`src/core/ioc_regs.svh`:
```
// Constants for the per-pin I/O cell: reset values, synchroniser depth, soft start hold.
// Assumes inclusion by bare name from files under core/.
`ifndef IOC_REGS_SVH
`define IOC_REGS_SVH

// Synchroniser depth for pad and clock pins
`define IOC_SYNC_STAGES   3
// Value every flop except init_q holds while rst is asserted
`define IOC_RST_BIT       1'b0
// Init flag value during rst: configured init is loaded after release
`define IOC_INIT_PENDING  1'b1
// Cycles of forced slow slew after the first output activation
`define IOC_SOFT_CYCLES   4'h1
`define IOC_SOFT_W        4

`endif

```
`src/core/ioc_pkg.sv`:
```
// Types for the per-pin I/O cell: mode enumerations and the configuration carrier.
// Assumes nothing; imported whole by every cell module.
package ioc_pkg;

	typedef enum logic [2:0] {
		IOC_IN_DIRECT      = 3'b000,
		IOC_IN_FLOP        = 3'b001,
		IOC_IN_LATCH       = 3'b010,
		IOC_IN_LATCH_FLOP  = 3'b011,
		IOC_IN_LATCH_LATCH = 3'b100
	} ioc_in_mode_t;

	typedef enum logic [1:0] {
		IOC_OUT_DIRECT = 2'b00,
		IOC_OUT_FLOP   = 2'b01,
		IOC_OUT_MUX    = 2'b10,
		IOC_OUT_FUNC   = 2'b11
	} ioc_out_mode_t;

	typedef enum logic [1:0] {
		IOC_FN_PASS = 2'b00,
		IOC_FN_AND  = 2'b01,
		IOC_FN_OR   = 2'b10,
		IOC_FN_XOR  = 2'b11
	} ioc_fn_op_t;

	typedef enum logic [1:0] {
		IOC_CE_INPUT  = 2'b00,
		IOC_CE_OUTPUT = 2'b01,
		IOC_CE_BOTH   = 2'b10
	} ioc_ce_target_t;

	typedef enum logic [1:0] {
		IOC_UNUSED_PULLUP   = 2'b00,
		IOC_UNUSED_PULLDOWN = 2'b01,
		IOC_UNUSED_DRIVEN   = 2'b10,
		IOC_UNUSED_EXTERNAL = 2'b11
	} ioc_unused_t;

	typedef struct packed {
		ioc_in_mode_t   in_mode;
		ioc_out_mode_t  out_mode;
		ioc_fn_op_t     fn_op;
		logic           fn_inv_data;
		logic           fn_inv_fast;
		ioc_ce_target_t ce_target;
		logic           inv_input_clock;
		logic           inv_capture_clock;
		logic           inv_output_clock;
		logic           inv_out_data;
		logic           inv_tri;
		logic           tri_registered;
		logic           fast_slew;
		ioc_unused_t    unused_mode;
		logic           in_init_set;
		logic           out_init_set;
		logic           tri_init_set;
	} ioc_cfg_t;

endpackage : ioc_pkg

```
`src/core/ioc_sync.sv`:
```
// Three-stage pin synchroniser; a new level is taken once stages two and three agree.
// Assumes a single clock; inputs may change at any time.
`timescale 1ns/1ps
`include "ioc_regs.svh"

module ioc_sync
	import ioc_pkg::*;
#(
	parameter int WIDTH = 1
) (
	input  wire logic             clock,
	input  wire logic             rst,
	input  wire logic [WIDTH-1:0] async_in,
	output logic      [WIDTH-1:0] sync_out
);

	logic [`IOC_SYNC_STAGES-1:0] stage_q [WIDTH];

	genvar g;
	generate
		for (g = 0; g < WIDTH; g++) begin : g_bit
			// First stage feeds only the second stage
			always_ff @(posedge clock or posedge rst) begin
				if (rst) begin
					stage_q[g] <= '0;
				end else begin
					stage_q[g] <= {stage_q[g][`IOC_SYNC_STAGES-2:0], async_in[g]};
				end
			end

			always_ff @(posedge clock or posedge rst) begin
				if (rst) begin
					sync_out[g] <= `IOC_RST_BIT;
				end else if (stage_q[g][1] == stage_q[g][2]) begin
					sync_out[g] <= stage_q[g][2];
				end
			end
		end
	endgenerate

endmodule : ioc_sync

```
`src/core/ioc_ofunc.sv`:
```
// Output multiplexer / two-input function generator of the cell.
// Assumes the fast input is the synchronised output-clock pin level.
`timescale 1ns/1ps

module ioc_ofunc
	import ioc_pkg::*;
(
	input  wire logic          mux_mode,
	input  ioc_fn_op_t         fn_op,
	input  wire logic          inv_data,
	input  wire logic          inv_fast,
	input  wire logic          data_a,
	input  wire logic          data_b,
	input  wire logic          fast_in,
	output logic               result
);

	function automatic logic gate_eval(input ioc_fn_op_t op, input logic a, input logic f);
		logic r;
		r = a;
		unique case (op)
			IOC_FN_PASS: r = a;
			IOC_FN_AND:  r = a & f;
			IOC_FN_OR:   r = a | f;
			IOC_FN_XOR:  r = a ^ f;
		endcase
		return r;
	endfunction : gate_eval

	logic a_pol;
	logic f_pol;

	always_comb begin
		a_pol = data_a ^ inv_data;
		f_pol = fast_in ^ inv_fast;
		if (mux_mode) begin
			result = fast_in ? data_b : data_a;
		end else begin
			result = gate_eval(fn_op, a_pol, f_pol);
		end
	end

endmodule : ioc_ofunc

```
`src/core/ioc_cell.sv`:
```
// Per-pin I/O cell: input capture, output register path, three-state control, slew and pulls.
// Assumes cell clocks arrive as pins sampled by the single system clock; config is static.
`timescale 1ns/1ps
`include "ioc_regs.svh"

module ioc_cell
	import ioc_pkg::*;
(
	input  wire logic clock,
	input  wire logic rst,
	input  ioc_cfg_t  cfg,
	input  wire logic global_set_reset,
	input  wire logic input_clock,
	input  wire logic output_clock,
	input  wire logic clock_enable_shared,
	input  wire logic out_data,
	input  wire logic out_data_alt,
	input  wire logic tri_ctrl,
	input  wire logic pad_unused,
	input  wire logic pad_in,
	output logic      pad_out,
	output logic      pad_oe,
	output logic      slew_fast,
	output logic      pull_up_en,
	output logic      pull_down_en,
	output logic      in_direct,
	output logic      in_registered
);

	// Pin-side synchronisation
	logic pad_s;
	logic ik_s;
	logic ok_s;

	ioc_sync #(
		.WIDTH(3)
	) u_sync (
		.clock   (clock),
		.rst     (rst),
		.async_in({pad_in, input_clock, output_clock}),
		.sync_out({pad_s, ik_s, ok_s})
	);

	// Init sequencing
	logic init_q;
	logic load_init;

	// Configured init values cannot enter the async reset, so they load on the first edge after release
	always_ff @(posedge clock or posedge rst) begin
		if (rst) begin
			init_q <= `IOC_INIT_PENDING;
		end else begin
			init_q <= `IOC_RST_BIT;
		end
	end

	assign load_init = init_q | global_set_reset;

	// Clock levels and edges
	logic ik_lvl;
	logic ok_lvl;
	logic cap_lvl;
	logic ik_prev_q;
	logic ok_prev_q;
	logic ik_rise;
	logic ok_rise;

	assign ik_lvl = ik_s ^ cfg.inv_input_clock;
	assign ok_lvl = ok_s ^ cfg.inv_output_clock;
	assign cap_lvl = ok_s ^ cfg.inv_capture_clock;

	always_ff @(posedge clock or posedge rst) begin
		if (rst) begin
			ik_prev_q <= `IOC_RST_BIT;
			ok_prev_q <= `IOC_RST_BIT;
		end else begin
			ik_prev_q <= ik_lvl;
			ok_prev_q <= ok_lvl;
		end
	end

	assign ik_rise = ik_lvl & ~ik_prev_q;
	assign ok_rise = ok_lvl & ~ok_prev_q;

	// Shared clock enable
	logic ce_in;
	logic ce_out;

	always_comb begin
		ce_in  = 1'b1;
		ce_out = 1'b1;
		unique case (cfg.ce_target)
			IOC_CE_INPUT:  ce_in = clock_enable_shared;
			IOC_CE_OUTPUT: ce_out = clock_enable_shared;
			IOC_CE_BOTH: begin
				ce_in  = clock_enable_shared;
				ce_out = clock_enable_shared;
			end
			default: begin
				ce_in  = 1'b1;
				ce_out = 1'b1;
			end
		endcase
	end

	// Input capture path
	logic use_fast_latch;
	logic in_is_latch;
	logic fast_q;
	logic cap_src;
	logic in_q;

	// Mode decoders for the capture registers; the bypass decoder is also used by the input output stage
	function automatic logic mode_has_fast_latch(input ioc_in_mode_t m);
		logic r;
		r = 1'b0;
		unique case (m)
			IOC_IN_LATCH_FLOP:  r = 1'b1;
			IOC_IN_LATCH_LATCH: r = 1'b1;
			default:            r = 1'b0;
		endcase
		return r;
	endfunction : mode_has_fast_latch

	function automatic logic mode_is_latch(input ioc_in_mode_t m);
		logic r;
		r = 1'b0;
		unique case (m)
			IOC_IN_LATCH:       r = 1'b1;
			IOC_IN_LATCH_LATCH: r = 1'b1;
			default:            r = 1'b0;
		endcase
		return r;
	endfunction : mode_is_latch

	// Unused codes fall back to bypass so in_registered follows the pad, not the held register
	function automatic logic mode_is_bypass(input ioc_in_mode_t m);
		return (m == IOC_IN_DIRECT) || (m > IOC_IN_LATCH_LATCH);
	endfunction : mode_is_bypass

	assign use_fast_latch = mode_has_fast_latch(cfg.in_mode);
	assign in_is_latch    = mode_is_latch(cfg.in_mode);

	always_ff @(posedge clock or posedge rst) begin
		if (rst) begin
			fast_q <= `IOC_RST_BIT;
		end else if (load_init) begin
			fast_q <= cfg.in_init_set;
		end else if (use_fast_latch && !cap_lvl) begin
			// Transparent while its clock is low
			fast_q <= pad_s;
		end
	end

	assign cap_src = use_fast_latch ? fast_q : pad_s;

	always_ff @(posedge clock or posedge rst) begin
		if (rst) begin
			in_q <= `IOC_RST_BIT;
		end else if (load_init) begin
			in_q <= cfg.in_init_set;
		end else if (!mode_is_bypass(cfg.in_mode) && ce_in) begin
			if (in_is_latch) begin
				if (ik_lvl) begin
					in_q <= cap_src;
				end
			end else begin
				if (ik_rise) begin
					in_q <= cap_src;
				end
			end
		end
	end

	always_ff @(posedge clock or posedge rst) begin
		if (rst) begin
			in_direct     <= `IOC_RST_BIT;
			in_registered <= `IOC_RST_BIT;
		end else begin
			in_direct     <= pad_s;
			in_registered <= mode_is_bypass(cfg.in_mode) ? pad_s : in_q;
		end
	end

	// Output data path
	logic data_pol;
	logic out_q;
	logic fn_result;
	logic data_sel;

	assign data_pol = out_data ^ cfg.inv_out_data;

	always_ff @(posedge clock or posedge rst) begin
		if (rst) begin
			out_q <= `IOC_RST_BIT;
		end else if (load_init) begin
			out_q <= cfg.out_init_set;
		end else if (ok_rise && ce_out) begin
			out_q <= data_pol;
		end
	end

	ioc_ofunc u_ofunc (
		.mux_mode(cfg.out_mode == IOC_OUT_MUX),
		.fn_op   (cfg.fn_op),
		.inv_data(cfg.fn_inv_data),
		.inv_fast(cfg.fn_inv_fast),
		.data_a  (data_pol),
		.data_b  (out_data_alt),
		.fast_in (ok_s),
		.result  (fn_result)
	);

	always_comb begin
		data_sel = data_pol;
		unique case (cfg.out_mode)
			IOC_OUT_DIRECT: data_sel = data_pol;
			IOC_OUT_FLOP:   data_sel = out_q;
			IOC_OUT_MUX:    data_sel = fn_result;
			IOC_OUT_FUNC:   data_sel = fn_result;
		endcase
	end

	// Three-state path
	logic tri_pol;
	logic tri_q;
	logic tri_eff;
	logic drive;

	assign tri_pol = tri_ctrl ^ cfg.inv_tri;

	always_ff @(posedge clock or posedge rst) begin
		if (rst) begin
			tri_q <= `IOC_RST_BIT;
		end else if (load_init) begin
			tri_q <= cfg.tri_init_set;
		end else if (ok_rise && ce_out) begin
			tri_q <= tri_pol;
		end
	end

	assign tri_eff = cfg.tri_registered ? tri_q : tri_pol;

	// open drain needs no logic here: fabric wires tri to data
	assign drive = ~tri_eff;

	// Soft start-up
	logic       first_seen_q;
	logic [`IOC_SOFT_W-1:0] soft_cnt_q;
	logic       soft_done;

	assign soft_done = first_seen_q && (soft_cnt_q == '0);

	always_ff @(posedge clock or posedge rst) begin
		if (rst) begin
			first_seen_q <= `IOC_RST_BIT;
			soft_cnt_q   <= '0;
		end else if (!first_seen_q && pad_oe) begin
			first_seen_q <= 1'b1;
			soft_cnt_q   <= `IOC_SOFT_CYCLES - `IOC_SOFT_W'(1);
		end else if (soft_cnt_q != '0) begin
			soft_cnt_q <= soft_cnt_q - `IOC_SOFT_W'(1);
		end
	end

	// Pad drive, pulls and slew
	logic pad_out_d;
	logic pad_oe_d;
	logic pu_d;
	logic pd_d;

	always_comb begin
		pad_out_d = data_sel;
		pad_oe_d  = drive;
		pu_d      = 1'b0;
		pd_d      = 1'b0;
		if (pad_unused) begin
			pad_out_d = 1'b0;
			pad_oe_d  = 1'b0;
			unique case (cfg.unused_mode)
				IOC_UNUSED_PULLUP:   pu_d = 1'b1;
				IOC_UNUSED_PULLDOWN: pd_d = 1'b1;
				IOC_UNUSED_DRIVEN:   pad_oe_d = 1'b1;
				IOC_UNUSED_EXTERNAL: pad_oe_d = 1'b0;
			endcase
		end
	end

	// Pad outputs held released until configured init has loaded
	always_ff @(posedge clock or posedge rst) begin
		if (rst) begin
			pad_out      <= `IOC_RST_BIT;
			pad_oe       <= `IOC_RST_BIT;
			pull_up_en   <= `IOC_RST_BIT;
			pull_down_en <= `IOC_RST_BIT;
			slew_fast    <= `IOC_RST_BIT;
		end else begin
			pad_out      <= init_q ? `IOC_RST_BIT : pad_out_d;
			pad_oe       <= init_q ? `IOC_RST_BIT : pad_oe_d;
			pull_up_en   <= pu_d;
			pull_down_en <= pd_d;
			slew_fast    <= cfg.fast_slew && soft_done;
		end
	end

endmodule : ioc_cell

```
`config.mk`:
```
export PLATFORM = sky130hd
export DESIGN_NAME = ioc_cell
export DESIGN_NICKNAME = d
export VERILOG_FILES = /design/src/core/ioc_pkg.sv /design/src/core/ioc_sync.sv /design/src/core/ioc_ofunc.sv /design/src/core/ioc_cell.sv
export VERILOG_INCLUDE_DIRS = /design/src /design/src/core
export SDC_FILE = /design/constraint.sdc
export NUM_CORES = 1
export LEC_CHECK = 0
export BUFFER_PORTS_ARGS = -buffer_cell sky130_fd_sc_hd__buf_2
export CAP_MARGIN = 40
export CORE_MARGIN = 1.5
export CORE_UTILIZATION = 35
export CTS_BUF_LIST = sky130_fd_sc_hd__clkbuf_4 sky130_fd_sc_hd__clkbuf_8 sky130_fd_sc_hd__clkbuf_16
export DETAILED_ROUTE_END_ITERATION = 8
export HOLD_SLACK_MARGIN = 0.05
export PLACE_DENSITY = 0.61
export SYNTH_ARGS = -nofsm -noshare
export SYNTH_HDL_FRONTEND = slang
export SYNTH_SLANG_ARGS = --single-unit
```
`constraint.sdc`:
```
create_clock -name clock -period 1.4 [get_ports clock]
set_input_delay 0.28 -clock clock [delete_from_list [all_inputs] [get_ports clock]]
set_output_delay 0.28 -clock clock [all_outputs]
set_load 0.05 [all_outputs]
```
==> results of run 1 <==
how the worst max path moves through the flow:
stage	cells after the start	end	slack (ns)
after global routing	4	tri_q	-0.12
after floorplan	6	tri_q	-0.21
after CTS	4	tri_q	-0.09
final	4	tri_q	-0.09
after detailed placement	7	tri_q	-0.43
after global placement	7	tri_q	-0.41
synthesized netlist by cell type, drive strengths merged:
library cell  number  area share
mux2i              3       0.020
and3b              2       0.014
or2                1      0.0042
o21bai             1      0.0051
nor3b              5       0.029
o21a               1      0.0051
nand2              3      0.0076
nor2              10       0.025
dfrtp             30        0.51
mux2               3       0.028
and2               1      0.0042
o221ai             1      0.0059
nor3               5       0.017
o2111a             1      0.0076
xor2               5       0.035
dfstp              1       0.018
and3               1      0.0042
o41ai              1      0.0059
o31ai              1      0.0051
xnor3              1       0.015
a21oi              5       0.017
nand2b             4       0.017
inv                8       0.020
ha                 5       0.042
o21ai              4       0.014
o2111ai            2       0.012
clkbuf             1      0.0025
conb               1      0.0025
nor2b              4       0.017
a31oi              1      0.0042
maj3               3       0.020
nor4b              1      0.0059
or4b               1      0.0068
buf                2       0.011
xnor2              4       0.024
or2b               1      0.0059
nand3b             3       0.015
stage by stage:
step,setup TNS (ns),hold WS (ns)
after CTS,-0.154,0.0770
after global placement,-1.13,0.333
after floorplan,-0.239,0.311
final,-0.111,0.0694
after global routing,-0.245,0.0916
after detailed placement,-1.23,0.337
what timing repair did:
action,in CTS,in global routing
buffers inserted,1,0
setup endpoints to repair,4,6
resized for setup,6,15
pin swaps,5,4
tightest hold or removal path, cell delays in order:
cell and delay, ns:
buf_2 0.09, inv_1 0.04, buf_4 0.33
report_power, final:
group / internal [mW] / leakage, nW / switching, mW
logic: 0.199 / 0.521 / 0.217
registers: 0.957 / 0.372 / 0.0364
clock network: 0.575 / 0.0612 / 0.297
total: 1.73 / 0.954 / 0.550
cells by family (layout without fill, tap and decap cells):
| logic type | after synthesis | in the layout | synth area share |
|---|---|---|---|
| adder cells (fa/ha/maj) | 8 | 8 | 0.0626 |
| other | 1 | 1 | 0.00253 |
| multiplexers | 6 | 6 | 0.0482 |
| flip-flops | 31 | 31 | 0.525 |
| AO/OA/AOI/OAI | 18 | 18 | 0.0812 |
| XOR/XNOR | 10 | 10 | 0.0735 |
| AND/OR/NAND/NOR | 42 | 42 | 0.173 |
| buffers and inverters | 11 | 65 | 0.0338 |
registers in the layout (all words and copies together), names as in the netlist:
name / count
fast_q: 1
first_seen_q: 1
ik_prev_q: 1
in_direct: 1
in_q: 1
in_registered: 1
init_q: 1
ok_prev_q: 1
out_q: 1
pad_oe: 1
pad_out: 1
pull_down_en: 1
pull_up_en: 1
slew_fast: 1
soft_cnt_q: 4
tri_q: 1
u_sync.stage_q: 9
u_sync.sync_out: 3
cell type report:
| type | instances | area [µm²] | area share |
|---|---|---|---|
| Timing Repair Buffer | 49 | 277 | 0.136 |
| Sequential cell | 31 | 778 | 0.383 |
| Clock buffer | 6 | 82.6 | 0.0406 |
| Clock inverter | 2 | 35.0 | 0.0172 |
| Inverter | 8 | 45.0 | 0.0222 |
| Multi-Input combinational cell | 85 | 752 | 0.370 |
| Tap cell | 50 | 62.6 | 0.0308 |
routing by layer:
| metal | share of wire | GRT usage |
|---|---|---|
| met1 | 0.41 | 0.160 |
| met2 | 0.54 | 0.260 |
| met3 | 0.047 | 0.0428 |
| met4 | 0 | 0.0375 |
| met5 | 0 | 0 |
==> flow_metrics.tcl, run 1 <==
set metrics [dict create \
    final_antenna_net_count 0 \
    drive_above_1_share 0.453 \
    rsz0062_at_grt "yes" \
    final-hold-violation-count 0 \
    layout_min_cycle_time_ns 1.49 \
    violations "negative setup slack" \
    p_leak_nw 0.954 \
    portBuffers 40 \
    hold_buffers 0 \
    num_vias 1087 \
    initial_core_util 0.367 \
    placed_cell_area_mm2 0.00181 \
    place_inst 222 \
    worstPathMaxFanout 4 \
    report.final.slew_viol_count 0 \
    drtIter0Drc 25 \
    clock_latency_ns 0.27 \
    grt_max_degree 32 \
    path_clk_slew_ns 0.06 \
    power.total_mw 2.28 \
    rows 23 \
    hpwl_mm 2.21 \
    cts_buffers 5 \
    finalSetupViolations 2 \
    synth.distinct_cells 42 \
    viasPerCell 4.71 \
    peakVddDrop_mv 0.639 \
    reg2reg_to "tri_q" \
    antenna_found_initial 0 \
    power_density_mw_per_mm2 1120 \
    drc 0 \
    synth_seq_area_share 0.525 \
    grt_overflow_total 0 \
    crit_top_cell "mux2_4" \
    die_h_um 68.0 \
    die_x_um 68.0 \
    final_area_mm2 0.00203 \
    hp-class "input pin to asynchronous set/reset pin" \
    skew_ns 0.00366 \
    rr_worst_depth 4 \
    arrival_ns 1.64 \
    grt_pass1_wl_mm 4.91 \
    grt_pass1_vias 1143 \
    cts_tree "yes" \
    crit_path_end_kind "register" \
    worstSetupPathType "register to register" \
    ys_ff_latch 31 \
    clock-sinks 31 \
    status "finished with violations" \
    die_area_mm2 0.00463 \
    ios 41 \
    synth_fp_nets 166 \
    netlist_area_mm2 0.00148 \
    crit_family "multiplexers" \
    max_cap_viol_count 0 \
    max_stage_delay_ns 0.46 \
    r2r_slack_ns -0.09 \
    setup_ws_ns -0.0909 \
    areaGrowthSynthToFinish_pct 37.3 \
    clockRootBuffer "clkbuf_8" \
    crit_buf_inv 0 \
    fmax_ghz 0.671 \
    core_mm2 0.00403 \
    fill_cells 372 \
    final_common_cell "buf_2" \
    required_ns 1.55 \
    postSynthAreaPerCell_um2 11.7 \
    cp-startpoint "u_sync.sync_out[0]" \
    htreeDepth 2 \
    place_ws_ns -0.426 \
    netlist_instances 127 \
    grtUsageTotal 0.142 \
    ys_warn_count 0 \
    insertedDiodeCount 0 \
    clockBufferDepth 2 \
    worstSetupStartpointType "register" \
    regToRegStartpoint "u_sync.sync_out[0]" \
    nets 219 \
    crit_slowest_cell "dfrtp_2" \
    gp_congestion 0.736 \
    final-instance-count-excl-fill 231 \
    cp_cell_sequence "xor2_2 > and3b_4 > mux2_4 > mux2_4" \
    routedWlPerCell_um 12.5 \
    postLayoutCoreUtil 0.504 \
    firstDrtPassIters 4 \
    postRouteWirelength_mm 2.89 \
    fin_crit_sh 1.06 \
    final_cell_mix "buf_2, dfrtp_1, nor2_1, buf_4, clkbuf_8" \
]
No activity file was read; power rests on OpenSTA's default activity.
==> run 2: changes to the inputs <==
ABC_AREA = 1   (was unset)
PLACE_DENSITY = 0.62   (was 0.61)
==> flow_metrics.tcl, run 2 <==
set metrics [dict create \
    portBuffers 40 \
    r2r_slack_ns 0.002 \
    largest_reg_flops 9 \
    synth_top_area_cell "dfrtp_1" \
    place_inst 250 \
    firstDrtPassIters 4 \
    p_sw_frac 0.246 \
    clockBufferDepth 2 \
    initial_core_util 0.363 \
    routedWlPerCell_um 9.94 \
    p_comb_frac 0.153 \
    cts_tree "yes" \
    synth_fp_nets 195 \
    setup_tns_ns 0 \
    final_cell_mix "buf_2, dfrtp_1, nand2_1" \
    postRouteWirelength_mm 2.57 \
    clockRootBuffer "clkbuf_8" \
    areaGrowthSynthToFinish_pct 28.5 \
    grt_pass1_vias 1020 \
    rr_worst_depth 9 \
    fmax_ghz 0.715 \
    final_antenna_net_count 0 \
    final_common_cell "buf_2" \
    die_x_um 67.4 \
    ios 41 \
    die_area_mm2 0.00455 \
    p_seq_frac 0.445 \
    gp_congestion 0.709 \
    grtUsageMet1 0.136 \
    grt_max_degree 32 \
    switchingPower_mw 0.542 \
    peakVddDrop_mv 0.797 \
    top_usage_layer "met2" \
    final-hold-violation-count 0 \
    fill_cells 393 \
    p_leak_nw 0.971 \
    worstPathMaxFanout 2 \
    clock_latency_ns 0.27 \
    viasPerCell 4.38 \
    path_clk_slew_ns 0.06 \
    htreeDepth 2 \
    nets 246 \
    hp-class "input pin to asynchronous set/reset pin" \
    yosys-top-cells-area "dfrtp_1, nand2_1, inv_1" \
    skew_ns 0.00307 \
    netlist_area_mm2 0.00145 \
    antenna_found_initial 0 \
    worstSetupStartpointType "register" \
    synth_common_cells "dfrtp_1, nand2_1, inv_1, nor2_1, nand3_1" \
    seq_area_um2 777 \
    required_ns 1.56 \
    grt_pass1_wl_mm 4.00 \
    num_vias 1131 \
    reg2reg_to "pad_out" \
    layout_min_cycle_time_ns 1.40 \
    top_regs "u_sync.stage_q: 9 flops, soft_cnt_q: 4 flops, u_sync.sync_out: 3 flops" \
    rows 23 \
    clock-sinks 31 \
    synth_top_flop_cell "dfrtp_1" \
    grt_util_met2 0.200 \
    regToRegStartpoint "u_sync.sync_out[0]" \
    status "completed" \
    die_h_um 67.4 \
    yosysMostFrequentCell "dfrtp_1" \
    report.final.slew_viol_count 0 \
    cts_buffers 5 \
    ys_ff_latch 31 \
    postLayoutCoreUtil 0.467 \
    synth_top_area_share 0.517 \
    grtUsageTotal 0.120 \
    synth.distinct_cells 26 \
    use_met3 0.0383 \
    insertedDiodeCount 0 \
    finalSetupViolations 0 \
    fin_crit_sh 0.998 \
    final_area_mm2 0.00187 \
    synth_edf_count 0 \
    synth_seq_area_share 0.535 \
    rsz0062_at_grt "yes" \
    final-instance-count-excl-fill 258 \
    power_density_mw_per_mm2 1180 \
    worstSetupPathType "register to register" \
    postSynthAreaPerCell_um2 9.31 \
    async_flop_share 1.00 \
    clockPowerShare 0.402 \
    crit_path_end_kind "register" \
    arrival_ns 1.56 \
    drtIter0Drc 32 \
    p_int_mw 1.66 \
    core_mm2 0.00400 \
    multi_input_area_um2 586 \
    grt_overflow_total 0 \
    drc 0 \
    drive_above_1_share 0.322 \
    netlist_instances 156 \
    regMostFlops "u_sync.stage_q" \
    ys_warn_count 0 \
    placed_cell_area_mm2 0.00174 \
    max_cap_viol_count 0 \
    hpwl_mm 1.97 \
]
run 2: cell types whose count changed after synthesis, sizes merged, moves of 5 or more:
| cell | delta |
|---|---|
| nand2 | +25 |
| inv | +15 |
| nor2 | +12 |
| nand3 | +11 |
| nor3b | -5 |
run 2: power groups by stage:
| stage | Clock (mW) | Sequential [mW] | Combinational (mW) |
|---|---|---|---|
| 3_3_place_gp | 0 | 0.997 | 0.337 |
| 5_1_grt | 0.961 | 0.989 | 0.379 |
| 2_1_floorplan | 0 | 1.04 | 0.177 |
| 4_1_cts | 0.930 | 0.982 | 0.342 |
| 6_report | 0.886 | 0.982 | 0.338 |
| 3_5_place_dp | 0 | 0.999 | 0.340 |
run 2: how the worst max path moves through the flow:
| stage | from | cells after the start | end | slack, ns |
|---|---|---|---|---|
| after floorplan | u_sync.sync_out[0] | 10 | pad_out | -0.05 |
| after global placement | out_data | 14 | pad_out | -0.13 |
| after detailed placement | out_data | 14 | pad_out | -0.16 |
| after CTS | u_sync.sync_out[0] | 9 | pad_out | -0.01 |
| after global routing | u_sync.sync_out[0] | 9 | pad_out | -0.07 |
| final | u_sync.sync_out[0] | 9 | pad_out | 0.002 |
run 2: final cells by class:
class | count | area share
Tap cell | 50 | 0.0335
Clock buffer | 6 | 0.0442
Sequential cell | 31 | 0.416
Timing Repair Buffer | 45 | 0.127
Clock inverter | 2 | 0.0188
Multi-Input combinational cell | 101 | 0.314
Inverter | 23 | 0.0462
run 2: repair_timing:
item                       4_1_cts  5_1_grt
buffers inserted                 0        0
setup endpoints to repair        1        1
hold buffers                     0        0
resized for setup                0        1
run 2: kinds of logic after synthesis:
logic type | count (synthesis) | synth area share
xor gates and xnor gates | 7 | 0.0551
muxes | 1 | 0.00775
DFF | 31 | 0.535
AOI/OAI and AO/OA | 18 | 0.0672
adders and majority gates | 8 | 0.0637
and+or+nand+nor | 66 | 0.202
other | 1 | 0.00258
buffers and inverters | 24 | 0.0672
run 2: worst max-delay path: stages (launching register included):
cell and delay (ns):
dfrtp_1 0.41, xor2_2 0.16, ha_1 0.27, nand2_1 0.05, nand2_1 0.04, o21a_1 0.16
nand2_1 0.05, nand2_1 0.04, nand2_1 0.05, a21oi_1 0.05
run 2: stage by stage:
step                worst slack, ns  hold WS, ns  total power, mW
finish                      0.00221       0.0674             2.21
global placement             -0.129        0.333             1.33
detailed placement           -0.161        0.336             1.34
floorplan                   -0.0469        0.311             1.22
CTS                        -0.00999       0.0754             2.25
global route                -0.0653       0.0880             2.33
run 2: per-layer routing:
metal  share of wire  vias up  wire [µm]
met5               0        -          0
met1            0.45      510       1140
li1                -      589          -
met4           0.013        0         34
met2            0.47       27       1220
met3           0.066        5        170
==> run 3: changes to the inputs <==
CORE_MARGIN = 4   (was 1.5)
==> flow_metrics.tcl, run 3 (same netlist as run 2, synthesis figures left out) <==
set metrics [dict create \
    status "finished with violations" \
    violations "negative setup slack" \
    power_density_mw_per_mm2 1130 \
    path_clk_slew_ns 0.06 \
    worstSetupPathType "register to register" \
    setup_ws_ns -0.0298 \
    hp-class "input pin to asynchronous set/reset pin" \
    final_cell_mix "buf_2, dfrtp_1, nand2_1" \
    ios 41 \
    grt_max_degree 32 \
    seq_area_um2 777 \
    cp_cell_sequence "xor2_2 > ha_1 > nand2_1 > nand2_1 > o21a_1 > nand2_1 > nand2_1 > nand2_1 > a21oi_1" \
    die_h_um 72.4 \
    fill_cells 389 \
    p_seq_frac 0.472 \
    postRouteWirelength_mm 2.66 \
    layout_min_cycle_time_ns 1.43 \
    p_leak_nw 0.964 \
    drive_above_1_share 0.322 \
    max_stage_delay_ns 0.41 \
    clockPowerShare 0.366 \
    cts_tree "yes" \
    clock-sinks 31 \
    grt_pass1_vias 1128 \
    grtUsageTotal 0.116 \
    rsz0062_at_grt "yes" \
    final_common_cell "buf_2" \
    viasPerCell 4.39 \
    grt_overflow_total 0 \
    firstDrtPassIters 4 \
    clock_latency_ns 0.27 \
    portBuffers 40 \
    htreeDepth 2 \
    required_ns 1.55 \
    drc 0 \
    grt_pass1_wl_mm 4.76 \
    setup_tns_ns -0.0298 \
    initial_core_util 0.363 \
    num_vias 1132 \
    areaGrowthSynthToFinish_pct 27.6 \
    hpwl_mm 2.08 \
    insertedDiodeCount 0 \
    skew_ns 0.00580 \
    die_area_mm2 0.00525 \
    power.total_mw 2.09 \
    p_sw_frac 0.254 \
    worstPathMaxFanout 2 \
    p_comb_frac 0.162 \
    p_int_mw 1.56 \
    largest_reg_flops 9 \
    regMostFlops "u_sync.stage_q" \
    arrival_ns 1.58 \
    post_cts_buffers 0 \
    crit_slowest_cell "dfrtp_1" \
    gp_congestion 0.814 \
    report.final.slew_viol_count 0 \
    antenna_found_initial 0 \
    multi_input_area_um2 586 \
    final-hold-violation-count 0 \
    nets 246 \
    crit_top_cell "nand2_1" \
    cts_buffers 5 \
    top_regs "u_sync.stage_q: 9 flops, soft_cnt_q: 4 flops, u_sync.sync_out: 3 flops" \
    switchingPower_mw 0.529 \
    clockRootBuffer "clkbuf_8" \
    drtIter0Drc 28 \
    finalHoldWorstSlack_ns 0.0718 \
    finalSetupViolations 1 \
    worstSetupStartpointType "register" \
    core_mm2 0.00400 \
    peakVddDrop_mv 0.693 \
    die_x_um 72.4 \
    clockBufferDepth 2 \
    rows 23 \
    fin_crit_sh 1.02 \
    routedWlPerCell_um 10.3 \
    fmax_ghz 0.699 \
    final_antenna_net_count 0 \
    max_cap_viol_count 0 \
    crit_path_end_kind "register" \
]
run 3: repair_timing:
item | CTS | global route
resized for setup | 0 | 1
hold endpoints to repair | 0 | 0
endpoints found under the setup margin | 1 | 1
hold buffers | 0 | 0
run 3: layout make-up:
class,instances,share of cell area
tap,50,0.0338
multi-input combinational,101,0.316
sequential,31,0.419
clock buffer,8,0.0560
timing repair buffer,45,0.128
inverter,23,0.0466
run 3: power groups by stage:
stage / sequential, mW / combinational (mW) / clock (mW)
global placement: 0.999 / 0.337 / 0
floorplan: 1.04 / 0.177 / 0
detailed placement: 1.00 / 0.341 / 0
CTS: 0.984 / 0.343 / 0.801
global route: 0.990 / 0.387 / 0.845
finish: 0.984 / 0.338 / 0.765
run 3: worst paths after layout:
check,to,cells after the start,startpoint,slack (ns)
max in group asynchronous,init_q,3,rst,1.01
min reg2reg,u_sync.stage_q[7],0,u_sync.stage_q[6],0.35
min in group clock,u_sync.stage_q[3],1,input_clock,0.11
min,in_q,3,rst,0.07
max reg2reg,pad_out,9,u_sync.sync_out[0],-0.03
max,pad_out,9,u_sync.sync_out[0],-0.03
run 3: metal layers:
| layer | vias up | wire (µm) | global-route usage |
|---|---|---|---|
| met4 | 0 | 16 | 0.0369 |
| met3 | 3 | 227 | 0.0471 |
| met5 | - | 0 | 0 |
| li1 | 597 | - | - |
| met2 | 31 | 1240 | 0.181 |
| met1 | 501 | 1180 | 0.147 |
run 3: stage by stage:
| step | std cells | instance area [µm²] | setup WS, ns | utilization |
|---|---|---|---|---|
| 4_1_cts | 258 | 1850 | -0.0361 | 0.461 |
| 2_1_floorplan | 156 | 1450 | -0.0469 | - |
| 3_5_place_dp | 250 | 1740 | -0.170 | 0.435 |
| 3_3_place_gp | 250 | 1740 | -0.129 | 0.435 |
| 5_1_grt | 258 | 1850 | -0.155 | 0.463 |
| 6_report | 258 | 1850 | -0.0298 | 0.463 |
run 3: critical path: cells and delay by family (launching register included):
kind,cells,cell delay (ns)
AO/OA/AOI/OAI,2,0.21
XOR/XNOR,1,0.16
adder cells (fa/ha/maj),1,0.27
flip-flops,1,0.41
AND/OR/NAND/NOR,5,0.26
